[config.mk]
export PLATFORM = sky130hd
export DESIGN_NAME = nvs_host
export DESIGN_NICKNAME = d
export VERILOG_FILES = /design/src/verilog/nvs_pkg.sv /design/src/verilog/nvs_timer.sv /design/src/verilog/nvs_host.sv
export VERILOG_INCLUDE_DIRS = /design/src /design/src/verilog
export SDC_FILE = /design/constraint.sdc
export NUM_CORES = 1
export LEC_CHECK = 0
export ABC_AREA = 1
export BUFFER_PORTS_ARGS = -buffer_cell sky130_fd_sc_hd__buf_2
export CORE_MARGIN = 4
export CORE_UTILIZATION = 35
export DETAILED_ROUTE_END_ITERATION = 10
export PLACE_DENSITY = 0.53
export SYNTH_ARGS = -nofsm -noshare
export SYNTH_HDL_FRONTEND = slang
export SYNTH_SLANG_ARGS = --single-unit
[constraint.sdc]
create_clock -name clock -period 1.8 [get_ports clock]
set_input_delay 0.18 -clock clock [delete_from_list [all_inputs] [get_ports clock]]
set_output_delay 0.18 -clock clock [all_outputs]
set_load 0.05 [all_outputs]
[src/verilog/nvs_cfg.svh]
`ifndef NVS_CFG_SVH
`define NVS_CFG_SVH

// bus and timer widths
`define NVS_ADDR_W        17
`define NVS_DATA_W        8
`define NVS_TIMER_W       20

// clock period
`define NVS_CLK_NS        40

// array cycle: strobe low time covers the slowest speed grade
`define NVS_T_ACC_NS      45
`define NVS_ACC_CYC       ((`NVS_T_ACC_NS + `NVS_CLK_NS - 1) / `NVS_CLK_NS)

// hardware save request pulse, least width
`define NVS_T_HSB_NS      15
`define NVS_HSB_CYC       ((`NVS_T_HSB_NS + `NVS_CLK_NS - 1) / `NVS_CLK_NS)

// device-side durations, all waited in full
`define NVS_T_SS_US       70
`define NVS_SS_CYC        ((`NVS_T_SS_US * 1000 + `NVS_CLK_NS - 1) / `NVS_CLK_NS)
`define NVS_T_DELAY_US    70
`define NVS_DELAY_CYC     ((`NVS_T_DELAY_US * 1000 + `NVS_CLK_NS - 1) / `NVS_CLK_NS)
`define NVS_T_RECALL_US   100
`define NVS_RECALL_CYC    ((`NVS_T_RECALL_US * 1000 + `NVS_CLK_NS - 1) / `NVS_CLK_NS)
`define NVS_T_STORE_US    15000
`define NVS_T_HRECALL_US  20000

// six-read command sequence; last entry selects save or restore
`define NVS_SEQ_0         17'h00000
`define NVS_SEQ_1         17'h00001
`define NVS_SEQ_2         17'h00002
`define NVS_SEQ_3         17'h00003
`define NVS_SEQ_4         17'h00004
`define NVS_SEQ_STORE     17'h00005
`define NVS_SEQ_RECALL    17'h00006
`define NVS_SEQ_LAST      3'h5

`endif

[src/verilog/nvs_pkg.sv]
package nvs_pkg;

	// host command kinds
	typedef enum logic [2:0]
	{
		NVS_CMD_READ      = 3'h0,
		NVS_CMD_WRITE     = 3'h1,
		NVS_CMD_SW_STORE  = 3'h2,
		NVS_CMD_SW_RECALL = 3'h3,
		NVS_CMD_HW_STORE  = 3'h4
	} nvs_cmd_t;

	// controller states
	typedef enum logic [2:0]
	{
		NVS_ST_PWRUP     = 3'h0,
		NVS_ST_IDLE      = 3'h1,
		NVS_ST_SETUP     = 3'h2,
		NVS_ST_STROBE    = 3'h3,
		NVS_ST_GAP       = 3'h4,
		NVS_ST_HSB_PULSE = 3'h5,
		NVS_ST_OP_WAIT   = 3'h6
	} nvs_state_t;

endpackage

[src/verilog/nvs_timer.sv]
`timescale 1ns/1ps
`include "nvs_cfg.svh"

// down counter; expired is high while the count rests at zero
module nvs_timer
#(
	parameter logic [`NVS_TIMER_W-1:0] RESET_COUNT = 20'h00000
)
(
	input  wire logic                    clock,
	input  wire logic                    rst,
	input  wire logic                    load,
	input  wire logic [`NVS_TIMER_W-1:0] load_value,
	output logic                         expired
);

	logic [`NVS_TIMER_W-1:0] count;

	// load wins over counting so a new wait always starts cleanly
	always_ff @(posedge clock)
	begin
		if (rst)
			count <= RESET_COUNT;
		else if (load)
			count <= load_value;
		else if (count != 20'h00000)
			count <= count - 20'h00001;
	end

	assign expired = (count == 20'h00000);

endmodule

[src/verilog/nvs_host.sv]
`timescale 1ns/1ps
`include "nvs_cfg.svh"

// Datasheet rules this block is built on
// device skips a save when nothing was written since the last one
// outputs stay off if write strobe is low when select falls
// write strobe stays high through every read cycle
// command is six consecutive reads of fixed addresses, write strobe high
// each command step is a select-controlled or output-strobe-controlled read
// device acts on a command within 70 us of the last read
// device locks out all accesses while save or restore runs
// save finishes within 12.5 ms commercial, 15 ms industrial
// power-up restore finishes within 20 ms of supply rising
// device lets a running cycle finish for up to 70 us before saving
// hardware save request is a low pulse of at least 15 ns
// host holds off traffic for the worst-case save or restore time
module nvs_host
	import nvs_pkg::*;
#(
	parameter int unsigned STORE_CYC = (`NVS_T_STORE_US * 1000) / `NVS_CLK_NS,
	parameter int unsigned PWRUP_CYC = (`NVS_T_HRECALL_US * 1000) / `NVS_CLK_NS
)
(
	input  wire logic                   clock,
	input  wire logic                   rst,
	input  wire logic                   cmd_valid,
	input  wire nvs_pkg::nvs_cmd_t      cmd_kind,
	input  wire logic [`NVS_ADDR_W-1:0] cmd_addr,
	input  wire logic [`NVS_DATA_W-1:0] cmd_wdata,
	output logic                        cmd_ready,
	output logic                        rsp_valid,
	output logic [`NVS_DATA_W-1:0]      rsp_rdata,
	output logic                        op_busy,
	output logic [`NVS_ADDR_W-1:0]      mem_addr,
	output logic                        mem_cs_n,
	output logic                        mem_we_n,
	output logic                        mem_oe_n,
	output logic [`NVS_DATA_W-1:0]      mem_dq_out,
	output logic                        mem_dq_oe,
	input  wire logic [`NVS_DATA_W-1:0] mem_dq_in,
	input  wire logic                   hardware_store_busy_n_in,
	output logic                        hardware_store_busy_n_out,
	output logic                        hardware_store_busy_n_oe
);

	import nvs_pkg::*;

	nvs_state_t              state;
	nvs_cmd_t                kind;
	logic [2:0]              seq_idx;
	logic                    timer_load;
	logic [`NVS_TIMER_W-1:0] timer_value;
	logic                    timer_expired;
	logic                    is_sw;
	logic                    is_write;

	// command address for each step of the six-read sequence
	function automatic logic [`NVS_ADDR_W-1:0] seq_addr(input logic [2:0] idx,
		input nvs_cmd_t k);
		logic [`NVS_ADDR_W-1:0] a;
		begin
			a = `NVS_SEQ_0;
			case (idx)
				3'h0: a = `NVS_SEQ_0;
				3'h1: a = `NVS_SEQ_1;
				3'h2: a = `NVS_SEQ_2;
				3'h3: a = `NVS_SEQ_3;
				3'h4: a = `NVS_SEQ_4;
				default: a = (k == NVS_CMD_SW_STORE) ? `NVS_SEQ_STORE : `NVS_SEQ_RECALL;
			endcase
			return a;
		end
	endfunction

	assign is_sw    = (kind == NVS_CMD_SW_STORE) || (kind == NVS_CMD_SW_RECALL);
	assign is_write = (kind == NVS_CMD_WRITE);

	// every wait in the block shares one counter; states never overlap
	always_comb
	begin
		timer_load  = 1'b0;
		timer_value = 20'h00000;
		case (state)
			NVS_ST_IDLE:
			begin
				if (cmd_valid && cmd_kind == NVS_CMD_HW_STORE)
				begin
					timer_load  = 1'b1;
					timer_value = 20'(`NVS_HSB_CYC);
				end
			end
			NVS_ST_SETUP:
			begin
				timer_load  = 1'b1;
				timer_value = 20'(`NVS_ACC_CYC);
			end
			NVS_ST_GAP:
			begin
				if (is_sw && seq_idx == `NVS_SEQ_LAST)
				begin
					timer_load = 1'b1;

					if (kind == NVS_CMD_SW_STORE)
						timer_value = 20'(`NVS_SS_CYC + STORE_CYC);
					else
						timer_value = 20'(`NVS_SS_CYC + `NVS_RECALL_CYC);
				end
			end
			NVS_ST_HSB_PULSE:
			begin
				if (timer_expired)
				begin
					timer_load  = 1'b1;
					timer_value = 20'(`NVS_DELAY_CYC + STORE_CYC);
				end
			end
			default:
			begin
				timer_load  = 1'b0;
				timer_value = 20'h00000;
			end
		endcase
	end

	// reset value holds traffic off until the power-up restore is over
	nvs_timer
	#(
		.RESET_COUNT (20'(PWRUP_CYC))
	)
	u_timer
	(
		.clock      (clock),
		.rst        (rst),
		.load       (timer_load),
		.load_value (timer_value),
		.expired    (timer_expired)
	);

	// sequencer and pin drive
	always_ff @(posedge clock)
	begin
		if (rst)
		begin
			state                     <= NVS_ST_PWRUP;
			kind                      <= NVS_CMD_READ;
			seq_idx                   <= 3'h0;
			cmd_ready                 <= 1'b0;
			rsp_valid                 <= 1'b0;
			rsp_rdata                 <= 8'h00;
			op_busy                   <= 1'b1;
			mem_addr                  <= 17'h00000;
			mem_cs_n                  <= 1'b1;
			mem_we_n                  <= 1'b1;
			mem_oe_n                  <= 1'b1;
			mem_dq_out                <= 8'h00;
			mem_dq_oe                 <= 1'b0;
			hardware_store_busy_n_out <= 1'b0;
			hardware_store_busy_n_oe  <= 1'b0;
		end
		else
		begin
			rsp_valid <= 1'b0;
			case (state)
				NVS_ST_PWRUP:
				begin
					// also wait for the device to release its busy line
					if (timer_expired && hardware_store_busy_n_in)
					begin
						state     <= NVS_ST_IDLE;
						cmd_ready <= 1'b1;
						op_busy   <= 1'b0;
					end
				end
				NVS_ST_IDLE:
				begin
					if (cmd_valid)
					begin
						cmd_ready <= 1'b0;
						kind      <= cmd_kind;
						seq_idx   <= 3'h0;
						if (cmd_kind == NVS_CMD_HW_STORE)
						begin
							op_busy                  <= 1'b1;
							hardware_store_busy_n_oe <= 1'b1;
							state                    <= NVS_ST_HSB_PULSE;
						end
						else
						begin
							// address and data settle with all strobes high
							if (cmd_kind == NVS_CMD_SW_STORE || cmd_kind == NVS_CMD_SW_RECALL)
								mem_addr <= seq_addr(3'h0, cmd_kind);
							else
								mem_addr <= cmd_addr;
							mem_dq_out <= cmd_wdata;
							mem_dq_oe  <= (cmd_kind == NVS_CMD_WRITE);
							state      <= NVS_ST_SETUP;
						end
					end
				end
				NVS_ST_SETUP:
				begin
					// select and strobe fall together, so a read never sees a write edge
					mem_cs_n <= 1'b0;
					mem_we_n <= !is_write;
					mem_oe_n <= is_write;
					state    <= NVS_ST_STROBE;
				end
				NVS_ST_STROBE:
				begin
					if (timer_expired)
					begin
						mem_cs_n <= 1'b1;
						mem_we_n <= 1'b1;
						mem_oe_n <= 1'b1;
						if (kind == NVS_CMD_READ)
						begin
							rsp_rdata <= mem_dq_in;
							rsp_valid <= 1'b1;
						end
						state <= NVS_ST_GAP;
					end
				end
				NVS_ST_GAP:
				begin
					// data held one cycle past the write strobe rising
					mem_dq_oe <= 1'b0;
					if (is_sw && seq_idx != `NVS_SEQ_LAST)
					begin
						seq_idx  <= seq_idx + 3'h1;
						mem_addr <= seq_addr(seq_idx + 3'h1, kind);
						state    <= NVS_ST_SETUP;
					end
					else if (is_sw)
					begin
						op_busy <= 1'b1;
						state   <= NVS_ST_OP_WAIT;
					end
					else
					begin
						cmd_ready <= 1'b1;
						state     <= NVS_ST_IDLE;
					end
				end
				NVS_ST_HSB_PULSE:
				begin
					if (timer_expired)
					begin
						hardware_store_busy_n_oe <= 1'b0;
						state                    <= NVS_ST_OP_WAIT;
					end
				end
				NVS_ST_OP_WAIT:
				begin
					// a skipped save ends early inside the device; the full wait is kept
					if (timer_expired && hardware_store_busy_n_in)
					begin
						op_busy   <= 1'b0;
						cmd_ready <= 1'b1;
						state     <= NVS_ST_IDLE;
					end
				end
				default:
				begin
					state <= NVS_ST_IDLE;
				end
			endcase
		end
	end

endmodule

; ---- Word-level counts from Yosys, hierarchy flattened
; Cells that the tools add are included.
[op_classes]
muxes = 50
addsub = 2
n_bitwise = 3
n_reduce_logical = 30
eq_ne = 29
[ops]
columns = operator, n
row1 = $pmux W20 S4, 1
row2 = $mux W17, 4
row3 = $mux W19, 3
row4 = $mux W20, 2
row5 = $pmux W17 S2, 1
row6 = $mux W3, 9
row7 = $eq A3 B2 Y1 const B, 8
row8 = $logic_not A20 Y1, 1
row9 = $reduce_bool A20 Y1, 1
row10 = $sub A20 B1 Y20 const B, 1
row11 = $eq A3 B3 Y1 const B, 6
row12 = $mux W1, 18
row13 = $ne A2 B2 Y1 const B, 9
row14 = $pmux W3 S6, 1
row15 = $pmux W3 S5, 1
row16 = $eq A3 B1 Y1 const B, 4
row17 = $reduce_and A3 Y1, 4
row18 = $reduce_and A4 Y1, 3
row19 = $pmux W1 S2, 5
row20 = $logic_not A3 Y1, 3
row21 = $reduce_bool A2 Y1, 4
row22 = $pmux W1 S3, 2
row23 = $pmux W3 S2, 1
row24 = $reduce_and A6 Y1, 1
row25 = 14 further kinds, 21
[totals]
output_inout_bits = 42
ff_bits = 70
inputBits = 40
wordCells = 129

; ---- Longest topological paths before layout
[logic_depth]
ltp_word = 6
ltp_mapped = 14
depth_no_buf = 12

; ---- By module
; From an unflattened synthesis, not the netlist that was laid out.
[unflattened]
hier_cells = 570
area_unflattened_um2 = 3911.3
[by_module_without_submodules]
columns = mod, seq_area_each_um2, area_per_inst_um2, instances, cells_per_inst
row1 = nvs_host, 1001.0, 2646.3, 1, 369
row2 = nvs_timer, 400.4, 1265.0, 1, 201

; ---- Least setup slack after synthesis
; Ideal clock, no wire load.
[synth_path]
kind = reg-to-reg
startpoint = register u_timer.count[0]
endpoint = register u_timer.count[13]
arrival_time_ns = 1.513
path_stages_with_launch = 14
synth_period_minus_slack_ns = 1.627
setup_time_ns = 0.114
path_slack_ns = 0.173
path_cell_list = dfxtp_1 > inv_1 > ha_1 > nand2_1 > nor2_1 > nand4_1 > nand3_2 > nand2_2 > buf_6 > buf_8 > nand2_1 > nand2_1 > nand2_1 > nand2_1
[synth_via]
elab_chain_len = 4
word_cells_on_any_way = 10
[synth_rtl]
columns = element, line
row1 = "start, declared", nvs_timer.sv:17  ; logic [`NVS_TIMER_W-1:0] count;
row2 = "start signal, assigned", nvs_timer.sv:25  ; count <= load_value;
row3 = "start signal, assigned", nvs_timer.sv:27  ; count <= count - 20'h00001;
row4 = "parallel branches: the longest is 4 deep, another holds $sub A20 B1 Y20", n/a
; Parallel ways; which one is timed is not known. The select of a mux whose other input is x is not followed.
; A chain may end at the register's enable or synchronous reset.

; ---- Final worst setup path
[layout_path]
startpoint = register state[0]
endpoint = register mem_addr[0]
[layout_via]
elab_chain_len = 3
word_cells_on_any_way = 8
[layout_rtl]
columns = element, line
row1 = "start, declared", nvs_host.sv:48  ; nvs_state_t state;
row2 = "start signal, assigned", nvs_host.sv:144  ; state <= NVS_ST_PWRUP;
row3 = "start signal, assigned", nvs_host.sv:169  ; state <= NVS_ST_IDLE;
row4 = "start signal, assigned", nvs_host.sv:185  ; state <= NVS_ST_HSB_PULSE;
row5 = $eq A3 B3 Y1 / $eq A3 B1 Y1 (equally long branches), nvs_host.sv:163  ; case (state)
row6 = $ne A2 B2 Y1 (no source line) / $reduce_bool A2 Y1 (equally long branches), n/a
row7 = $reduce_and A4 Y1 (no source line), n/a
row8 = "end signal, assigned", nvs_host.sv:191  ; mem_addr <= seq_addr(3'h0, cmd_kind);
row9 = "end signal, assigned", nvs_host.sv:193  ; mem_addr <= cmd_addr;
row10 = "end signal, assigned", nvs_host.sv:230  ; mem_addr <= seq_addr(seq_idx + 3'h1, kind);
row11 = "end, declared", nvs_host.sv:34  ; output logic [`NVS_ADDR_W-1:0] mem_addr,
; Several ways; a longest one is shown, not always the timed one.

==> flow_metrics.tcl <==
set metrics [dict create \
    yosys_warnings 0 \
    end_kind "register" \
    maxSlewViolCount 0 \
    via_count 3576 \
    hold_violations 0 \
    cts_tree "done" \
    grt_first_pass_wirelength_um 16200 \
    cts_inserted_buffers 9 \
    path_class "register to register" \
    use_met3_pct 2.84 \
    start_util_pct 36.3 \
    clk_pin_slew_worst_paths_ps 80 \
    dr.pass1.iters 4 \
    finalSetupViolCount 0 \
    fp.dieW_um 109 \
    clock_sinks 70 \
    critPathRequiredTime_ps 2030 \
    track_usage_pct 17.1 \
    core_mm2 0.00986 \
    grtUsageMet1_pct 21.7 \
    async_flop_share_pct 0 \
    hpwlAfterDp_um 7400 \
    hold_buffers 0 \
    via_per_inst 4.72 \
    yosysMostFrequentCell "nand2_1" \
    synthCells 508 \
    synthToLayoutAreaGrowth_pct 29.9 \
    antenna_found_initial 0 \
    grt_start_max_net_pins 36 \
    outcome "finished clean" \
    drive_gt1_share_pct 28.6 \
    drt-initial-drc-count 139 \
    wirelength_um 9820 \
    powerDensity_mw_per_mm2 1190 \
    grt-ovfl-total 0 \
    die_height_um 109 \
    synth_area_mm2 0.00358 \
    min_path_type "input pin to register" \
    synth_area_leaders "dfxtp_1 (39%), nand2_1 (13%), nor2_1 (7.6%)" \
    crit_fanout 17 \
    ys_seq_area_share_pct 39.2 \
    skew_ps 10.8 \
    drc_errors 0 \
    first_global_vias 3512 \
    p_leak_uw 0.00221 \
    syn_avg_cell_area_um2 7.04 \
    rows 36 \
    busiest_layer "met2" \
    synth_top_area_cell "dfxtp_1" \
    routedWlPerCell_um 13.0 \
    ir_drop_mv 0.504 \
    maxCapViolations 0 \
    top_level_ports 82 \
    cp-start-kind "register" \
    n_antenna_cell 0 \
    clkLatencyLatePin_ps 350 \
    final_nets 668 \
    h-tree-depth 3 \
    ys_seq_elements 70 \
    die_area_mm2 0.0119 \
    utilization_pct 47.1 \
    synth-edff-count 0 \
    place_area_mm2 0.00430 \
    ys_types 38 \
    syn-num-nets 556 \
    period_share_pct 95.1 \
    synthTopCellsByCount "nand2_1 (127), nor2_1 (72), dfxtp_1 (70)" \
    portBuffers 80 \
    synth-main-ff-cell "dfxtp_1" \
    worstPathArrival_ps 1940 \
    fin_crit_ps 1710 \
    max_freq_mhz 584 \
    final_area_mm2 0.00465 \
    ant_nets 0 \
    grtUsageMet2_pct 29.3 \
    root_buffer "clkbuf_8" \
    clk_path_buf_depth 2 \
    gp_congestion 0.854 \
    synth_top_cell_area_share_pct 39.2 \
]
## path summary, 6_finish.rpt
path	slack, ps	to	startpoint	depth (start not counted)
setup / recovery	90	mem_addr[0]	state[0]	9
hold / removal	50	mem_dq_out[5]	cmd_wdata[5]	3
setup reg to reg	90	mem_addr[0]	state[0]	9
hold reg to reg	460	op_busy	op_busy	2
## cells by family (layout without fill, tap and decap cells)
| logic type | after synthesis | count (layout) | synth area share [%] |
|---|---|---|---|
| adder cells (fa/ha/maj) | 8 | 8 | 2.80 |
| other | 1 | 1 | 0.105 |
| buffers and inverters | 59 | 176 | 7.52 |
| XOR/XNOR | 17 | 17 | 4.16 |
| AND/OR/NAND/NOR | 273 | 273 | 34.6 |
| AO/OA/AOI/OAI | 80 | 80 | 11.7 |
| flip-flops | 70 | 70 | 39.2 |
## stage by stage
| step | total power [uW] | hold slack, ps | instances | setup TNS [ps] | setup slack [ps] |
|---|---|---|---|---|---|
| 6_report | 5550 | 47.0 | 758 | 0 | 88.3 |
| 5_1_grt | 5970 | 53.8 | 758 | -22.9 | -12.2 |
| 4_1_cts | 5490 | 33.7 | 756 | 0 | 33.3 |
| 3_5_place_dp | 4080 | 409 | 740 | 0 | 44.9 |
| 3_3_place_gp | 4070 | 404 | 740 | 0 | 46.3 |
| 2_1_floorplan | 3460 | 315 | 508 | 0 | 173 |
## flip-flops by register name (all words and copies together) (netlist names)
| name | count |
|---|---|
| mem_oe_n | 1 |
| seq_idx | 3 |
| mem_addr | 17 |
| kind | 3 |
| hardware_store_busy_n_oe | 1 |
| rsp_rdata | 8 |
| cmd_ready | 1 |
| u_timer.count | 20 |
| mem_dq_oe | 1 |
| mem_cs_n | 1 |
| rsp_valid | 1 |
| state | 3 |
| mem_we_n | 1 |
| mem_dq_out | 8 |
| op_busy | 1 |
## where the power goes
part / leakage, uW / switching (uW) / total (uW) / internal (uW)
registers: 0.000569 / 170 / 1940 / 1770
logic: 0.00153 / 1420 / 2220 / 805
clock network: 0.000107 / 659 / 1390 / 729
## area by class of cell
cell class | count | area [um^2]
Inverter | 45 | 171
Clock inverter | 5 | 63.8
Tap cell | 133 | 166
Fill cell | 1039 | 5220
Sequential cell | 70 | 1410
Timing Repair Buffer | 115 | 683
Clock buffer | 11 | 151
Multi-Input combinational cell | 379 | 2010
## what timing repair did
| action | CTS | global route |
|---|---|---|
| setup endpoints to repair | 0 | 51 |
| setup buffers | 0 | 2 |
| resized for setup | 0 | 35 |
## per-layer routing
layer	vias up	wire [um]
li1	1859	-
met1	1652	4450
met2	52	4990
met3	13	239
met4	0	141
met5	-	0
## cell usage in the layout (no fill, tap or decap), types with 2 or more instances in the layout
master / synthesis / routed
a211oi_1: 2 / 2
a21oi_1: 40 / 40
buf_2: 1 / 80
buf_4: 2 / 32
buf_6: 3 / 2
clkbuf_8: 0 / 11
dfxtp_1: 70 / 67
dfxtp_2: 0 / 3
ha_1: 8 / 6
inv_1: 41 / 39
inv_2: 3 / 4
inv_6: 0 / 2
nand2_1: 127 / 124
nand2_2: 3 / 6
nand3_1: 34 / 33
nand3_2: 3 / 2
nand3_4: 0 / 2
nand4_1: 5 / 5
nor2_1: 72 / 63
nor2_2: 4 / 9
nor2_4: 7 / 11
nor3_1: 9 / 6
nor3_2: 0 / 3
nor4_1: 3 / 3
o21ai_0: 34 / 33
xnor2_1: 5 / 5
xor2_1: 12 / 12
## worst max-delay path, cell delays in order, from the launching register on
cell and delay [ps]:
dfxtp_1 430, nand2_2 120, nor2_4 160, nand2_4 100, inv_1 170, nor2_4 100, nor2_8 160, inv_4 100
a21oi_1 150, a21oi_1 80
(Power assumes the default switching activity.)
